### src/rtl/rtc_cal_pkg.sv
package rtc_cal_pkg;

  ////////////////////////////////////////////////////////////////////////////
  // bus geometry and register map
  localparam int          ADDR_W      = 8;
  localparam int          DATA_W      = 32;
  localparam int          DATE_W      = 29;
  localparam logic [7:0]  OFS_CURRENT = 8'h00;
  localparam logic [7:0]  OFS_ALARM   = 8'h04;
  localparam logic [7:0]  OFS_PRESET  = 8'h08;

  ////////////////////////////////////////////////////////////////////////////
  // field positions (lsb of each field in every date register)
  localparam int SEC_LSB   = 0;
  localparam int MIN_LSB   = 6;
  localparam int HOUR_LSB  = 12;
  localparam int WDAY_LSB  = 17;
  localparam int MDAY_LSB  = 20;
  localparam int MONTH_LSB = 25;

  ////////////////////////////////////////////////////////////////////////////
  // reset values
  localparam logic [28:0] CURRENT_RESET = 29'h0212_0000;
  localparam logic [28:0] ALARM_RESET   = 29'h0000_0000;
  localparam logic [28:0] PRESET_RESET  = 29'h0000_0000;

  ////////////////////////////////////////////////////////////////////////////
  // field limits and codes
  localparam logic [5:0] SEC_MAX    = 6'h3B;
  localparam logic [5:0] MIN_MAX    = 6'h3B;
  localparam logic [5:0] SEC_FIRST  = 6'h00;
  localparam logic [4:0] HOUR_MAX   = 5'h17;
  localparam logic [4:0] HOUR_FIRST = 5'h00;
  localparam logic [2:0] WDAY_SUN   = 3'h1;
  localparam logic [2:0] WDAY_SAT   = 3'h7;
  localparam logic [4:0] MDAY_FIRST = 5'h01;
  localparam logic [4:0] MDAY_28    = 5'h1C;
  localparam logic [4:0] MDAY_29    = 5'h1D;
  localparam logic [4:0] MDAY_30    = 5'h1E;
  localparam logic [4:0] MDAY_31    = 5'h1F;
  localparam logic [3:0] MONTH_JAN  = 4'h1;
  localparam logic [3:0] MONTH_FEB  = 4'h2;
  localparam logic [3:0] MONTH_APR  = 4'h4;
  localparam logic [3:0] MONTH_JUN  = 4'h6;
  localparam logic [3:0] MONTH_SEP  = 4'h9;
  localparam logic [3:0] MONTH_NOV  = 4'hB;
  localparam logic [3:0] MONTH_DEC  = 4'hC;

  ////////////////////////////////////////////////////////////////////////////
  // types
  typedef struct packed {
    logic [3:0] monthNum;
    logic [4:0] monthday;
    logic [2:0] weekday;
    logic [4:0] hours;
    logic [5:0] minutes;
    logic [5:0] seconds;
  } cal_date_t;

  typedef struct packed {
    logic              hsel;
    logic [ADDR_W-1:0] haddr;
    logic [1:0]        htrans;
    logic              hwrite;
    logic [2:0]        hsize;
    logic [DATA_W-1:0] hwdata;
  } ahb_req_t;

  typedef struct packed {
    logic              hreadyout;
    logic              hresp;
    logic [DATA_W-1:0] hrdata;
  } ahb_rsp_t;

endpackage

### src/rtl/rtc_calendar_date_regs.sv
`timescale 1ns/100ps
// Function
// - seconds read-only in bits 5:0, 0 to 59
// - minutes read-only in bits 11:6, 0 to 59
// - hours read-only in bits 16:12, 0 to 23, reset zero
// - weekday read-only three bits, 1 Sunday to 7 Saturday, reset Sunday
// - day of month read-only, reset one, limit by month and leap year
// - month read-only four bits, 1 January to 12 December, reset January
// - alarm seconds compared; values 60 to 63 never match
// - alarm minutes compared; values above 59 never match
// - alarm hours compared; values 24 to 31 never match
// - alarm weekday zero is don't care, reset zero
// - alarm day of month five bits, reset zero, 1 to 31 compared
// - alarm month 1 to 12 compared, 13 to 15 never match
// - alarm month or day of month zero drops that field from compare
// - preset copied into running fields on first tick after the write
// - running seconds advance once per one hertz tick when no preset load is pending
// - alarm event after each tick (advance or preset load) when date and year both match
module rtc_calendar_date_regs (
  // clock and reset
  input  wire logic                  mclk,
  input  wire logic                  rst_n,
  // register bus
  input  rtc_cal_pkg::ahb_req_t      busReq,
  input  wire logic                  hready,
  output rtc_cal_pkg::ahb_rsp_t      busRsp,
  // calendar side
  input  wire logic                  oneHertzTick,
  input  wire logic                  leapYear,
  input  wire logic                  yearMatch,
  output logic                       calendarAlarmEvent
);

  ////////////////////////////////////////////////////////////////////////////
  // state
  typedef struct packed {
    rtc_cal_pkg::cal_date_t               run;
    rtc_cal_pkg::cal_date_t               alarm;
    rtc_cal_pkg::cal_date_t               preset;
    logic                                 loadPending;
    logic [2:0]                           sync;
    logic                                 tickLevel;
    logic                                 tickPulse;
    logic                                 cmpPending;
    logic                                 alarmEvent;
    logic                                 dValid;
    logic                                 dWrite;
    logic [rtc_cal_pkg::ADDR_W-1:0]       dAddr;
    logic [rtc_cal_pkg::DATA_W-1:0]       rdata;
  } cal_state_t;

  cal_state_t             s_q;
  cal_state_t             s_d;
  rtc_cal_pkg::cal_date_t stepped;
  logic [4:0]             monthLen;
  logic                   secCarry;
  logic                   minCarry;
  logic                   hourCarry;
  logic                   mdayCarry;
  logic                   advance;
  logic                   addrPhase;
  logic [5:0]             hits;
  logic                   allMatch;

  ////////////////////////////////////////////////////////////////////////////
  // calendar carry chain
  assign advance = s_q.tickPulse & ~s_q.loadPending;

  always_comb begin
    case (s_q.run.monthNum)
      rtc_cal_pkg::MONTH_FEB: begin
        monthLen = leapYear ? rtc_cal_pkg::MDAY_29 : rtc_cal_pkg::MDAY_28;
      end
      rtc_cal_pkg::MONTH_APR,
      rtc_cal_pkg::MONTH_JUN,
      rtc_cal_pkg::MONTH_SEP,
      rtc_cal_pkg::MONTH_NOV: begin
        monthLen = rtc_cal_pkg::MDAY_30;
      end
      default: begin
        monthLen = rtc_cal_pkg::MDAY_31;
      end
    endcase
  end

  cal_field_step #(.W(6), .FIRST(rtc_cal_pkg::SEC_FIRST)) u_secStep (
    .value     (s_q.run.seconds),
    .lastValue (rtc_cal_pkg::SEC_MAX),
    .inc       (advance),
    .nextValue (stepped.seconds),
    .carry     (secCarry)
  );

  cal_field_step #(.W(6), .FIRST(rtc_cal_pkg::SEC_FIRST)) u_minStep (
    .value     (s_q.run.minutes),
    .lastValue (rtc_cal_pkg::MIN_MAX),
    .inc       (secCarry),
    .nextValue (stepped.minutes),
    .carry     (minCarry)
  );

  cal_field_step #(.W(5), .FIRST(rtc_cal_pkg::HOUR_FIRST)) u_hourStep (
    .value     (s_q.run.hours),
    .lastValue (rtc_cal_pkg::HOUR_MAX),
    .inc       (minCarry),
    .nextValue (stepped.hours),
    .carry     (hourCarry)
  );

  cal_field_step #(.W(3), .FIRST(rtc_cal_pkg::WDAY_SUN)) u_wdayStep (
    .value     (s_q.run.weekday),
    .lastValue (rtc_cal_pkg::WDAY_SAT),
    .inc       (hourCarry),
    .nextValue (stepped.weekday),
    .carry     ()
  );

  cal_field_step #(.W(5), .FIRST(rtc_cal_pkg::MDAY_FIRST)) u_mdayStep (
    .value     (s_q.run.monthday),
    .lastValue (monthLen),
    .inc       (hourCarry),
    .nextValue (stepped.monthday),
    .carry     (mdayCarry)
  );

  cal_field_step #(.W(4), .FIRST(rtc_cal_pkg::MONTH_JAN)) u_monthStep (
    .value     (s_q.run.monthNum),
    .lastValue (rtc_cal_pkg::MONTH_DEC),
    .inc       (mdayCarry),
    .nextValue (stepped.monthNum),
    .carry     ()
  );

  ////////////////////////////////////////////////////////////////////////////
  // alarm comparison
  cal_field_match #(.W(6), .MAX_OK(rtc_cal_pkg::SEC_MAX), .ZERO_DC(1'b0)) u_secHit (
    .alarmValue (s_q.alarm.seconds),
    .runValue   (s_q.run.seconds),
    .hit        (hits[0])
  );
  cal_field_match #(.W(6), .MAX_OK(rtc_cal_pkg::MIN_MAX), .ZERO_DC(1'b0)) u_minHit (
    .alarmValue (s_q.alarm.minutes),
    .runValue   (s_q.run.minutes),
    .hit        (hits[1])
  );
  cal_field_match #(.W(5), .MAX_OK(rtc_cal_pkg::HOUR_MAX), .ZERO_DC(1'b0)) u_hourHit (
    .alarmValue (s_q.alarm.hours),
    .runValue   (s_q.run.hours),
    .hit        (hits[2])
  );
  cal_field_match #(.W(3), .MAX_OK(rtc_cal_pkg::WDAY_SAT), .ZERO_DC(1'b1)) u_wdayHit (
    .alarmValue (s_q.alarm.weekday),
    .runValue   (s_q.run.weekday),
    .hit        (hits[3])
  );
  cal_field_match #(.W(5), .MAX_OK(rtc_cal_pkg::MDAY_31), .ZERO_DC(1'b1)) u_mdayHit (
    .alarmValue (s_q.alarm.monthday),
    .runValue   (s_q.run.monthday),
    .hit        (hits[4])
  );
  cal_field_match #(.W(4), .MAX_OK(rtc_cal_pkg::MONTH_DEC), .ZERO_DC(1'b1)) u_monthHit (
    .alarmValue (s_q.alarm.monthNum),
    .runValue   (s_q.run.monthNum),
    .hit        (hits[5])
  );

  assign allMatch = (&hits) & yearMatch;

  ////////////////////////////////////////////////////////////////////////////
  // next state
  assign addrPhase = busReq.hsel & busReq.htrans[1] & hready;

  always_comb begin
    s_d = s_q;
    s_d.sync = {s_q.sync[1:0], oneHertzTick};
    s_d.tickPulse = (s_q.sync[1] == s_q.sync[2]) & s_q.sync[2] & ~s_q.tickLevel;
    if (s_q.sync[1] == s_q.sync[2]) begin
      s_d.tickLevel = s_q.sync[2];
    end
    if (s_q.tickPulse) begin
      if (s_q.loadPending) begin
        s_d.run = s_q.preset;
      end else begin
        s_d.run = stepped;
      end
      s_d.loadPending = 1'b0;
    end
    s_d.cmpPending = s_q.tickPulse;
    s_d.alarmEvent = s_q.cmpPending & allMatch;
    if (s_q.dValid && s_q.dWrite) begin
      case (s_q.dAddr)
        rtc_cal_pkg::OFS_ALARM: begin
          s_d.alarm = busReq.hwdata[rtc_cal_pkg::DATE_W-1:0];
        end
        rtc_cal_pkg::OFS_PRESET: begin
          s_d.preset      = busReq.hwdata[rtc_cal_pkg::DATE_W-1:0];
          s_d.loadPending = 1'b1;
        end
        default: begin
        end
      endcase
    end
    s_d.dValid = addrPhase;
    s_d.dWrite = addrPhase & busReq.hwrite;
    s_d.dAddr  = busReq.haddr;
    if (addrPhase && !busReq.hwrite) begin
      case (busReq.haddr)
        rtc_cal_pkg::OFS_CURRENT: begin
          s_d.rdata = {{(rtc_cal_pkg::DATA_W-rtc_cal_pkg::DATE_W){1'b0}}, s_q.run};
        end
        rtc_cal_pkg::OFS_ALARM: begin
          s_d.rdata = {{(rtc_cal_pkg::DATA_W-rtc_cal_pkg::DATE_W){1'b0}}, s_d.alarm};
        end
        rtc_cal_pkg::OFS_PRESET: begin
          s_d.rdata = {{(rtc_cal_pkg::DATA_W-rtc_cal_pkg::DATE_W){1'b0}}, s_d.preset};
        end
        default: begin
          s_d.rdata = '0;
        end
      endcase
    end
  end

  always_ff @(posedge mclk) begin
    if (!rst_n) begin
      s_q             <= '0;
      s_q.run         <= rtc_cal_pkg::CURRENT_RESET;
      s_q.alarm       <= rtc_cal_pkg::ALARM_RESET;
      s_q.preset      <= rtc_cal_pkg::PRESET_RESET;
    end else begin
      s_q <= s_d;
    end
  end

  ////////////////////////////////////////////////////////////////////////////
  // outputs
  assign busRsp.hreadyout   = 1'b1;
  assign busRsp.hresp       = 1'b0;
  assign busRsp.hrdata      = s_q.rdata;
  assign calendarAlarmEvent = s_q.alarmEvent;
endmodule

### src/rtl/cal_field_step.sv
`timescale 1ns/100ps
module cal_field_step #(
  parameter int           W     = 6,
  parameter logic [W-1:0] FIRST = '0
) (
  // count
  input  wire logic [W-1:0] value,
  input  wire logic [W-1:0] lastValue,
  input  wire logic         inc,
  // result
  output logic      [W-1:0] nextValue,
  output logic              carry
);

  ////////////////////////////////////////////////////////////////////////////
  // wrap at the last value back to the first
  always_comb begin
    carry     = inc & (value >= lastValue);
    nextValue = value;
    if (carry) begin
      nextValue = FIRST;
    end else if (inc) begin
      nextValue = W'(value + 1'b1);
    end
  end

endmodule

### src/rtl/cal_field_match.sv
`timescale 1ns/100ps
module cal_field_match #(
  parameter int           W       = 6,
  parameter logic [W-1:0] MAX_OK  = '1,
  parameter bit           ZERO_DC = 1'b0
) (
  // operands
  input  wire logic [W-1:0] alarmValue,
  input  wire logic [W-1:0] runValue,
  // result
  output logic              hit
);

  ////////////////////////////////////////////////////////////////////////////
  // out-of-range alarm codes never hit; optional zero means don't care
  always_comb begin
    hit = (alarmValue == runValue) && (alarmValue <= MAX_OK);
    if (ZERO_DC && (alarmValue == '0)) begin
      hit = 1'b1;
    end
  end

endmodule

### config.mk
export PLATFORM = sky130hd
export DESIGN_NAME = rtc_calendar_date_regs
export DESIGN_NICKNAME = d
export VERILOG_FILES = /design/src/rtl/rtc_cal_pkg.sv /design/src/rtl/rtc_calendar_date_regs.sv /design/src/rtl/cal_field_step.sv /design/src/rtl/cal_field_match.sv
export SDC_FILE = /design/constraint.sdc
export NUM_CORES = 1
export LEC_CHECK = 0
export BUFFER_PORTS_ARGS = -buffer_cell sky130_fd_sc_hd__buf_2
export CAP_MARGIN = 20
export CORE_ASPECT_RATIO = 0.7
export CORE_MARGIN = 2
export CORE_UTILIZATION = 47
export CTS_CLUSTER_DIAMETER = 100
export DETAILED_ROUTE_END_ITERATION = 8
export GPL_ROUTABILITY_DRIVEN = 0
export PLACE_DENSITY = 0.67
export SYNTH_ARGS = -nofsm -noshare
export SYNTH_HDL_FRONTEND = slang
export SYNTH_SLANG_ARGS = --single-unit
### constraint.sdc
create_clock -name mclk -period 2.9 [get_ports mclk]
set_input_delay 0.145 -clock mclk [delete_from_list [all_inputs] [get_ports mclk]]
set_output_delay 0.145 -clock mclk [all_outputs]
set_load 0.01 [all_outputs]
* Word-level counts from Yosys, hierarchy flattened
Index checks and enable logic that the tools add are counted.
** Storage, ports and cells
- Logic and storage cells :: 128
- Output and inout bits :: 35
- Input port bits :: 53
- Bits in registers :: 137
** Cells by class
- Reductions and logical operators :: 27
- Multiplexer cells :: 23
- Eq/ne operators :: 16
- $add $sub $neg :: 6
- Bitwise logic cells :: 16
- $lt $le $gt $ge :: 12
** Operators by type and width (number)
- $pmux W29 S3 :: 1
- $mux W59 :: 1
- $mux W29 :: 2
- $mux W30 :: 1
- $mux W6 :: 4
- $mux W5 :: 4
- $reduce_bool A3 Y1 :: 6
- $eq A8 B3 Y1 const B :: 2
- $eq A8 B4 Y1 const B :: 2
- $and A1 B1 Y1 :: 14
- $add A6 B1 Y6 const B :: 2
- $eq A6 B6 Y1 :: 2
- $ge A6 B6 Y1 const B :: 2
- $le A6 B6 Y1 const B :: 2
- $reduce_and A2 Y1 :: 6
- $add A5 B1 Y5 const B :: 2
- $eq A5 B5 Y1 :: 2
- $le A5 B5 Y1 const B :: 2
- $eq A4 B3 Y1 const B :: 2
- $eq A4 B4 Y1 const B :: 2
- $logic_and A1 B1 Y1 :: 8
- $logic_not A8 Y1 :: 1
- $mux W4 :: 2
- $mux W3 :: 2
- other kinds (21) :: 26

* Longest topological paths before layout
Gate-level depths: netlist (run 1).
- Depth after elaboration :: 9
- Mapped depth :: 12
- Gate-level depth less buffers :: 11

* Modules after synthesis
From an unflattened synthesis (run 1), not the netlist that was laid out.
** Second synthesis, totals
- Cell total of the unflattened synthesis :: 802
- Area total of the unflattened synthesis :: 7618.6 um2
** By module, submodules not included
- rtc_calendar_date_regs :: sequential area each 2682.6 um2, cells an instance 540, area an instance 5674.2 um2, times used 1
- cal_field_step at u_minStep ... :: sequential area each 0.0 um2, cells an instance 41, area an instance 319.1 um2, times used 2
- cal_field_step at u_mdayStep :: sequential area each 0.0 um2, cells an instance 37, area an instance 265.3 um2, times used 1
- cal_field_step at u_hourStep :: sequential area each 0.0 um2, cells an instance 36, area an instance 259.0 um2, times used 1
- cal_field_step at u_monthStep :: sequential area each 0.0 um2, cells an instance 27, area an instance 191.4 um2, times used 1
- cal_field_match at u_monthHit ... :: sequential area each 0.0 um2, cells an instance 11, area an instance 80.1 um2, times used 2
- cal_field_match at u_minHit ... :: sequential area each 0.0 um2, cells an instance 10, area an instance 73.8 um2, times used 2
- cal_field_step at u_wdayStep :: sequential area each 0.0 um2, cells an instance 21, area an instance 143.9 um2, times used 1
- cal_field_match at u_mdayHit :: sequential area each 0.0 um2, cells an instance 9, area an instance 72.6 um2, times used 1
- cal_field_match at u_hourHit :: sequential area each 0.0 um2, cells an instance 8, area an instance 66.3 um2, times used 1

* Worst setup path before layout (run 1)
Ideal clock, no wire load.
- Path type :: register to register
- Start :: reg s_q[133] in the netlist's numbering
- End :: reg s_q[128] in the netlist's numbering
- Setup slack :: 0.461 ns
- Data required time :: 2.766 ns
- Data arrival time :: 2.305 ns
- Stages on the path, launching flop included :: 12
- Period minus slack after synthesis :: 2.439 ns
- Buffers on the path :: 1
- Setup time :: 0.134 ns
- Cells stage by stage :: dfxtp_1 > clkbuf_1 > inv_1 > ha_1 > o21ai_0 > o21ai_0 > o21ai_0 > ha_1 > nor2_1 > a211o_1 > nor3_1 > or4_1
** On the way
- Cells in the longest elaborated chain, start to end :: 7
- Elaborated cells on any way between the ends :: 13
- Those cells by class :: order compare (1); eq/ne (5); mux (3); bitwise (1); reduce/logical (3)
** RTL lines
- start: declaration :: RTL line rtc_calendar_date_regs.sv:52 : cal_state_t s_q;
- $eq A4 B3 Y1 / $eq A4 B4 Y1 (equally long branches) :: RTL line rtc_calendar_date_regs.sv:70 : case (s_q.run.monthNum)
- $reduce_or A4 Y1 :: RTL line rtc_calendar_date_regs.sv:70
- $pmux W2 S2 (*) :: RTL line rtc_calendar_date_regs.sv:70
- $ge A5 B5 Y1 (*) :: RTL line cal_field_step.sv:18 : carry = inc & (value >= lastValue);
- $and A1 B1 Y1 (*) :: RTL line cal_field_step.sv:18
- $reduce_bool A3 Y1 (no line) / $mux W5 (equally long branches)
- $reduce_and A2 Y1 (no line) / $mux W29 (equally long branches)
Mark *: on every way between the ends. The rest lies on a longest branch, timed or not.
A chain may end at the register's enable or synchronous reset.

* Worst setup path in the final report (run 1)
Same ends and word-level chain as after synthesis.

==> results of run 1 <==
## what timing repair did
item	in CTS	in global routing
resized for setup	0	1
hold buffers	13	0
endpoints found under the hold margin	13	0
endpoints found under the setup margin	0	3
## metal layers
layer,GRT usage,up-vias
met4,0.08378,0
met3,0.05487,18
met5,0,-
li1,-,2680
met2,0.3868,202
met1,0.3298,2740
## layout make-up
cell class / count / area, um2
repair buffers: 101 / 603.1
multi-input cells: 500 / 3302
clock buffers: 18 / 439.2
flip-flops and latches: 134 / 2683
well taps: 190 / 237.7
fillers: 1277 / 6290
inverters: 15 / 56.30
clock inverters: 14 / 127.6
## worst max-delay path: cells and delay by family (launching register included)
kind | cells | cell delay, ns
and+or+nand+nor | 3 | 0.77
buffers and inverters | 1 | 0.12
AOI/OAI and AO/OA | 4 | 0.58
adders and majority gates | 2 | 0.48
DFF | 1 | 0.52
## state kept, by name, indices dropped and copies added, names as in the netlist
| register | count |
|---|---|
| calendarAlarmEvent | 1 |
| s_q | 101 |
| s_d | 3 |
| busRsp | 29 |
## cell families after synthesis
| group | share of synthesized area |
|---|---|
| AO/OA/AOI/OAI | 0.1875 |
| XOR/XNOR | 0.03081 |
| adder cells (fa/ha/maj) | 0.02488 |
| buffers and inverters | 0.08821 |
| flip-flops | 0.4103 |
| multiplexers | 0.09529 |
| other | 0.001149 |
| AND/OR/NAND/NOR | 0.1619 |
## report_power, final
group          switching, uW  internal, uW  total (uW)
Combinational           83.8          58.0         142
Clock                    857          1210        2060
Sequential              13.0          1850        1870
## stage by stage
step	util	std cells	setup WS (ns)	power (uW)	cell area, um2
after floorplan	-	734	0.4608	1977	6550
after global placement	0.4911	927	0.3761	2028	6746
after detailed placement	0.4911	927	0.3183	2034	6746
after CTS	0.5418	972	0.3020	4089	7443
after global routing	0.5422	972	0.01700	4186	7448
final	0.5422	972	0.2894	4071	7448
## worst min path at each step
stage                          to  slack (ns)  depth (start not counted)
after floorplan           s_q[32]        0.27                          1
after global placement    s_d[47]        0.35                          2
after detailed placement  s_d[47]        0.36                          2
after CTS                 s_q[80]      0.0006                          3
after global routing      s_q[73]        0.01                          3
final                     s_q[80]       0.006                          3
## placed cells by master (no fill, tap or decap), drive strengths merged, types with 7 or more instances in the layout
master and count:
nand2 52, o22ai 29, nor4 9, xnor2 13, and2 16, nand4 8
nor3 9, mux2i 60, nand3 19, o21ai 41, ha 13, buf 88
a21oi 20, a21o 9, inv 18, nor2 86, dfxtp 134, a221o 22
xor2 10, a211oi 7, clkinvlp 7, dlygate4sd3 13, clkbuf 18
==> results.py, run 1 <==
metrics = {
    "floorplan": {
        "fp.dieW_um": 145.0,
        "start_util": 0.4760,
        "ios": 88,
        "core_um2": 13740,
        "row_count": 36,
        "die_h_um": 102.7,
        "dieArea_um2": 14890,
    },
    "worst_setup_path": {
        "r2r_cells": 10,
        "r2r_start": "s_q[133]",
        "path_cells": "inv_1 -> ha_1 -> o21ai_0 -> o21ai_0 -> o21ai_0 -> ha_1 -> nor2_1 -> a211o_1 -> nor3_2 -> or4_1",
        "cp_slowest_cell": "dfxtp_1",
        "cp.required_ns": 3.19,
        "crit_path_start_kind": "register",
        "r2r_slack_ns": 0.29,
        "crit_start": "s_q[133]",
        "worstSetupEndpoint": "s_q[128]",
        "max_stage_delay_ns": 0.52,
        "path_class": "register to register",
        "end_kind": "register",
        "critical_path_arrival_ns": 2.90,
        "crit_fanout": 9,
        "r2r-end": "s_q[128]",
        "crit_top_cell": "o21ai_0",
    },
    "clock_network": {
        "htreeDepth": 4,
        "cts_setup_buffers": 0,
        "cts_tree": "yes",
        "path_clk_slew_ns": 0.06,
        "clock-sinks": 134,
        "clock_latency_ns": 0.42,
        "clock_path_buffers": 2,
        "numCtsBuffers": 17,
        "clockRootBuffer": "clkbuf_16",
    },
    "timing": {
        "fin_crit_ns": 2.611,
        "fmax_mhz": 383.1,
        "relSlewSlack": 0.4049,
        "fin_skew_ns": 0.008159,
        "setup_violations": 0,
        "final.setup.tns_ns": 0,
        "hold_viol": 0,
        "finalCritPeriodShare": 0.9002,
        "holdWs_ns": 0.005516,
        "rsz0062_at_grt": "no",
        "worst_pin_slew_ns": 0.8873,
        "slew_violations": 0,
    },
    "global_routing": {
        "grt_antenna_before_repair": 0,
        "grt_max_degree": 77,
        "grt_pass1_vias": 5535,
        "grtUsageTotal": 0.2427,
        "gr-total-overflow": 0,
        "grt_pass1_wl_um": 28470,
    },
    "synthesis": {
        "synth_commonest_cells": "dfxtp_1 (134), nor2_1 (86), mux2i_1 (60), nand2_1 (52), o21ai_0 (40)",
        "synth_async_sr_flop_share": 0,
        "ys_warn_count": 0,
        "yosysMostFrequentCell": "dfxtp_1",
        "synth_top_area_frac": 0.4103,
        "ys.flop_type": "dfxtp_1",
        "yosys.area.top_type": "dfxtp_1",
        "synth-seq-cells": 134,
        "synth_seq_area_share": 0.4103,
        "postSynthAreaPerCell_um2": 8.945,
        "synthesis.area_um2": 6539,
        "synthCells": 731,
        "synth_enable_flop_cells": 0,
        "synth.distinct_cells": 72,
        "synth.area.top_cells": "dfxtp_1 (41%), mux2i_1 (9.2%), nor2_1 (4.9%)",
    },
    "min_path": {
        "min_path_type": "input pin to register",
        "min_from": "busReq[1]",
    },
    "job": {
        "drv_cap": 0,
    },
    "placement": {
        "port_buffers": 75,
        "dp_hpwl_um": 11860,
    },
    "layout": {
        "n_antenna_cell": 0,
        "final_net_count": 835,
        "areaGrowthSynthToFinish_pct": 13.91,
        "drive_gt1_frac": 0.1765,
    },
    "outcome": {
        "status": "finished clean",
    },
    "routing": {
        "met1Wirelength_um": 8607,
        "ant_nets": 0,
        "wl_um": 17770,
        "drt-initial-drc-count": 377,
        "drc": 0,
        "dr.pass1.iters": 5,
        "met3_length_um": 1225,
        "vias": 5640,
        "top_layer_used": "met4",
        "via_per_inst": 5.802,
        "avgRoutedWirePerCell_um": 18.29,
        "wl_met2_um": 7728,
    },
    "pwr": {
        "p_leak_uw": 0.003398,
        "ir_drop_mv": 0.3943,
        "power_density_nw_per_um2": 546.6,
    },
}
Note: power is estimated with default switching activity, not from simulation.
==> inputs of run 2 (changes only) <==
Settings changed: ABC_AREA set to 1.
==> run 2 against run 1 <==
Effect of this change: cell area grew 13%; hold slack better by 0.0071 ns; global-route usage increased by 0.95 points; critical endpoint is now s_q[134]; sequential share of layout area down 4.0 points; highest routed layer unchanged; critical path type unchanged; register-to-register slack better by 0.26 ns; via count grew 28%.
==> results.py, run 2 <==
metrics = {
    "timing": {
        "holdWs_ns": 0.01261,
        "setup_violations": 0,
        "hold_viol": 0,
        "relSlewSlack": 0.5282,
        "rsz0062_at_grt": "no",
        "fin_crit_ns": 2.347,
        "final.setup.tns_ns": 0,
        "fmax_mhz": 426.1,
        "finalCritPeriodShare": 0.8093,
        "slew_violations": 0,
        "worst_pin_slew_ns": 0.7052,
        "fin_skew_ns": 0.01301,
    },
    "worst_setup_path": {
        "critical_path_arrival_ns": 2.66,
        "max_stage_delay_ns": 0.38,
        "crit_fanout": 8,
        "end_kind": "register",
        "path_cells": "inv_1 -> ha_1 -> nor3b_1 -> a21oi_1 -> ha_1 -> inv_1 -> nand2_1 -> a21oi_1 -> nor2_1 -> nand3_1 -> nand2_1 -> nand2_1 -> nor2_1 -> nor2_1",
        "crit_path_start_kind": "register",
        "r2r-end": "s_q[134]",
        "path_class": "register to register",
        "crit_start": "s_q[133]",
        "cp_num_cells": 14,
        "r2r_start": "s_q[133]",
        "r2r_cells": 14,
        "cp_slowest_cell": "dfxtp_1",
        "crit_buf_inv": 2,
        "r2r_slack_ns": 0.55,
        "cp_top_family": "simple AND/OR/NAND/NOR gates",
        "worstSetupEndpoint": "s_q[134]",
        "cp.required_ns": 3.21,
    },
    "routing": {
        "avgRoutedWirePerCell_um": 15.03,
        "drc": 0,
        "dr.pass1.iters": 5,
        "wl_um": 20800,
        "top_layer_used": "met4",
        "ant_nets": 0,
        "drt-initial-drc-count": 727,
        "met3_length_um": 1612,
        "vias": 7215,
        "wl_met2_um": 8568,
        "via_per_inst": 5.213,
        "met1Wirelength_um": 10340,
    },
    "synthesis": {
        "ys_warn_count": 0,
        "ys.flop_type": "dfxtp_1",
        "synth_top_area_frac": 0.3644,
        "synth.area.top_cells": "dfxtp_1 (36%), nand2_1 (15%), nand3_1 (12%)",
        "synthesis.area_um2": 7362,
        "postSynthAreaPerCell_um2": 6.452,
        "synth_seq_area_share": 0.3644,
        "yosysMostFrequentCell": "nand2_1",
        "synthCells": 1141,
        "synth-seq-cells": 134,
        "synth_enable_flop_cells": 0,
        "synth.distinct_cells": 35,
        "synth_commonest_cells": "nand2_1 (299), nand3_1 (176), inv_1 (138), dfxtp_1 (134), nor2_1 (118)",
        "yosys.area.top_type": "dfxtp_1",
        "synth_async_sr_flop_share": 0,
    },
    "layout": {
        "final_common_cell": "nand2_1",
        "multi_input_area_um2": 3670,
        "regMostFlops": "s_q",
        "largest_reg_flops": 101,
        "fin_area_um2": 8388,
        "final_cell_mix": "nand2_1 (299), nand3_1 (176), inv_1 (138), dfxtp_1 (134), nor2_1 (112)",
        "drive_gt1_frac": 0.1233,
        "final_net_count": 1237,
        "areaGrowthSynthToFinish_pct": 13.94,
        "register_area_um2": 2683,
        "n_antenna_cell": 0,
        "fin_cells": 1384,
        "nFillCells": 1585,
    },
    "floorplan": {
        "die_h_um": 108.7,
        "dieArea_um2": 16700,
        "ios": 88,
        "start_util": 0.4779,
        "row_count": 38,
        "fp.dieW_um": 153.6,
        "core_um2": 15400,
    },
    "clock_network": {
        "clock-sinks": 134,
        "cts_resized": 0,
        "path_clk_slew_ns": 0.06,
        "numCtsBuffers": 17,
        "cts_tree": "yes",
        "clockRootBuffer": "clkbuf_16",
        "cts_setup_buffers": 0,
        "clock_latency_ns": 0.43,
        "htreeDepth": 4,
        "hold_buffers": 8,
        "clock_path_buffers": 2,
    },
    "pwr": {
        "ir_drop_mv": 0.3519,
        "total_power_uw": 4443,
        "p_leak_uw": 0.003973,
        "power_density_nw_per_um2": 529.7,
    },
    "global_routing": {
        "grt_antenna_before_repair": 0,
        "grtUsageTotal": 0.2523,
        "gr-total-overflow": 0,
        "grt_pass1_vias": 6374,
        "grt_max_degree": 60,
        "grt_pass1_wl_um": 33140,
    },
    "outcome": {
        "status": "finished clean",
    },
    "min_path": {
        "min_path_type": "input pin to register",
        "min_from": "busReq[41]",
        "hold_depth": 3,
    },
    "placement": {
        "place_inst": 1344,
        "port_buffers": 75,
        "dp_hpwl_um": 13210,
        "placed_area_um2": 7651,
    },
    "job": {
        "drv_cap": 0,
    },
}
run 2: through the flow:
step | setup slack, ns | utilization
final | 0.5530 | 0.5445
after global routing | 0.4061 | 0.5445
after CTS | 0.5667 | 0.5445
after detailed placement | 0.6257 | 0.4967
after global placement | 0.7247 | 0.4967
after floorplan | 0.9055 | -
run 2: power by group:
| group | total (uW) | switching (uW) | leakage (uW) | internal (uW) |
|---|---|---|---|---|
| registers | 1850 | 3.45 | 0.00108 | 1850 |
| logic | 152 | 104 | 0.00258 | 48.4 |
| clock network | 2440 | 861 | 0.000314 | 1580 |
run 2: logic make-up (layout without fill, tap and decap cells):
| kind of cell | count (synthesis) | after routing | share of synthesized area |
|---|---|---|---|
| and+or+nand+nor | 618 | 618 | 0.3588 |
| adders and majority gates | 13 | 13 | 0.02209 |
| AOI/OAI and AO/OA | 119 | 119 | 0.08515 |
| buffers and inverters | 233 | 273 | 0.1424 |
| DFF | 134 | 134 | 0.3644 |
| xor gates and xnor gates | 22 | 22 | 0.02617 |
| other | 2 | 5 | 0.001020 |
run 2: layout make-up:
cell class                 count  area share
inverter                     140     0.06265
tap                          200     0.02983
timing repair buffer         101     0.07190
sequential                   134      0.3198
clock buffer                  21     0.05489
multi-input combinational    777      0.4375
clock inverter                11     0.02342
run 2: worst reg2reg max path: cells and delay by family (launching register included):
family                     cells  cell delay, ns
adders and majority gates      2            0.45
DFF                            1            0.38
and+or+nand+nor                8            1.06
AOI/OAI and AO/OA              2            0.18
buffers and inverters          2            0.17
run 2: metal layers:
metal  track usage  up-vias
li1              -     3622
met1        0.3725     3275
met2        0.3705      294
met3       0.05008       24
met4       0.07798        0
met5             0        -
run 2: worst min path at each step:
stage | end | slack, ns
after floorplan | s_q[32] | 0.24
after global placement | s_d[47] | 0.34
after detailed placement | s_d[47] | 0.34
after CTS | s_q[35] | 0.006
after global routing | s_q[40] | 0.02
final | s_q[35] | 0.01
==> inputs of run 3 (changes only) <==
Settings changed: PLACE_DENSITY 0.67 to 0.69.
Clock period 2.9 ns to 2 ns, I/O delays scaled along.
==> run 3 against run 2 <==
Effect of this change: sequential power increased by 45%; clock skew fell by 0.0046 ns; non-clock buffer count grew 41; global-route usage is 0.72 points higher; highest routed layer unchanged; die area did not move; setup slack got worse by 0.68 ns; cell count rose by 3.0%; largest power group unchanged; hold slack gained 0.012 ns; register-to-register slack lost 0.68 ns; largest cell class unchanged; the flow now finishes with violations (setup timing).
==> results.py, run 3 (same netlist as run 2, synthesis figures left out) <==
metrics = {
    "layout": {
        "final_net_count": 1278,
        "multi_input_area_um2": 3800,
        "n_antenna_cell": 0,
        "nFillCells": 1499,
        "final_cell_mix": "nand2_1 (299), nand3_1 (175), inv_1 (136), dfxtp_1 (131), nor2_1 (103)",
        "largest_reg_flops": 101,
        "areaGrowthSynthToFinish_pct": 19.56,
        "final_common_cell": "nand2_1",
        "register_area_um2": 2691,
        "fin_area_um2": 8802,
        "regMostFlops": "s_q",
        "fin_cells": 1425,
        "drive_gt1_frac": 0.1747,
    },
    "worst_setup_path": {
        "end_kind": "register",
        "cp.required_ns": 2.34,
        "path_class": "register to register",
        "path_cells": "inv_4 -> ha_4 -> nor3b_4 -> buf_4 -> buf_4 -> ha_1 -> a21oi_2 -> nor2_2 -> nand2_2 -> nand2_4 -> nand2_4 -> nand2_1 -> nand2_1 -> nor2_1",
        "crit_path_start_kind": "register",
        "crit_fanout": 8,
        "cp_slowest_cell": "dfxtp_4",
        "critical_path_arrival_ns": 2.47,
        "max_stage_delay_ns": 0.40,
    },
    "routing": {
        "avgRoutedWirePerCell_um": 14.81,
        "drc": 0,
        "dr.pass1.iters": 6,
        "via_per_inst": 5.178,
        "ant_nets": 0,
        "vias": 7378,
        "drt-initial-drc-count": 580,
        "wl_um": 21100,
    },
    "pwr": {
        "ir_drop_mv": 0.5187,
        "total_power_uw": 5849,
        "p_leak_uw": 0.004142,
        "power_density_nw_per_um2": 664.5,
    },
    "clock_network": {
        "clock-sinks": 134,
        "clock_latency_ns": 0.42,
        "numCtsBuffers": 17,
        "clockRootBuffer": "clkbuf_16",
        "path_clk_slew_ns": 0.06,
        "htreeDepth": 4,
        "clock_path_buffers": 2,
        "cts_tree": "yes",
    },
    "placement": {
        "place_inst": 1375,
        "dp_hpwl_um": 14290,
        "placed_area_um2": 7934,
        "port_buffers": 75,
        "place_worst_setup_slack_ns": -0.1792,
    },
    "global_routing": {
        "grtUsageTotal": 0.2595,
        "grt_pass1_vias": 6807,
        "gr-total-overflow": 0,
        "grt_antenna_before_repair": 0,
        "grt_max_degree": 57,
        "grt_pass1_wl_um": 34600,
    },
    "timing": {
        "fmax_mhz": 469.3,
        "rsz0062_at_grt": "yes",
        "fin_crit_ns": 2.131,
        "slew_violations": 0,
        "setup_violations": 9,
        "finalCritPeriodShare": 1.065,
        "fin_ws_ns": -0.1310,
        "fin_skew_ns": 0.008412,
        "hold_viol": 0,
    },
    "floorplan": {
        "dieArea_um2": 16700,
        "row_count": 38,
        "die_h_um": 108.7,
        "start_util": 0.4779,
        "core_um2": 15400,
        "fp.dieW_um": 153.6,
        "ios": 88,
    },
    "outcome": {
        "violations": "setup timing",
        "status": "finished with violations",
    },
    "min_path": {
        "min_path_type": "input pin to register",
    },
    "job": {
        "drv_cap": 0,
    },
}
==> run 3: cell count changes in the layout (fill, tap and decap cells not counted), moves of 4 or more <==
| cell | delta |
|---|---|
| ha_1 | -4 |
| bufinv_16 | -5 |
| buf_4 | +34 |
| a21oi_2 | +4 |
| a21oi_1 | -4 |
| nor2_1 | -9 |
| buf_12 | +5 |
| ha_4 | +4 |
| clkinvlp_4 | +4 |
| nor2_2 | +6 |
==> run 3: layer usage <==
layer  routed length, um  global-route usage  vias up
li1                    -                   -     3706
met1                9832              0.3684     3340
met2                8947              0.4032      310
met3                2065             0.05723       22
met4                 258             0.06356        0
met5                   0                   0        -
==> run 3: metrics by stage <==
step                setup TNS (ns)  hold WS (ns)    util
finish                     -0.7815       0.02412  0.5714
global placement           -0.2812        0.2902  0.5150
floorplan                        0        0.1935       -
CTS                        -0.4253       0.01415  0.5637
global route                -1.435       0.03543  0.5714
detailed placement          -1.030        0.2871  0.5150
==> run 3: cell type report <==
type / instances / share of cell area
clock buffer: 19 / 0.05146
clock inverter: 13 / 0.01123
inverter: 140 / 0.06027
multi-input combinational: 777 / 0.4317
sequential: 134 / 0.3058
tap: 200 / 0.02843
timing repair buffer: 142 / 0.1112
==> run 3: final timing paths <==
check                                 from  endpoint  slack (ns)  cells after the start
worst max-delay path              s_q[133]  s_q[136]       -0.13                     14
worst min-delay path            busReq[37]   s_q[41]        0.02                      3
worst min register to register     s_d[47]   s_d[48]        0.42                      2
worst max register to register    s_q[133]  s_q[136]       -0.13                     14
==> run 3: repair_timing <==
item,CTS,global route
setup buffers,3,5
setup endpoints to repair,9,16
endpoints found under the hold margin,10,0
pin swaps,17,17
hold buffers,10,0
cloned,0,0
gates resized for setup,24,18
==> run 3: critical path, delay by kind of cell, from the launching register on <==
family / cells / cell delay [ns]
buffers and inverters: 3 / 0.32
adders and majority gates: 2 / 0.43
DFF: 1 / 0.40
and+or+nand+nor: 8 / 0.84
AOI/OAI and AO/OA: 1 / 0.06
==> run 3: power by group <==
part           internal, uW  leakage, uW  total (uW)  switching [uW]
registers              2680      0.00108        2680            4.23
clock network          1660     0.000255        2930            1270
logic                  80.5      0.00280         232             151
total                  4420      0.00414        5850            1430
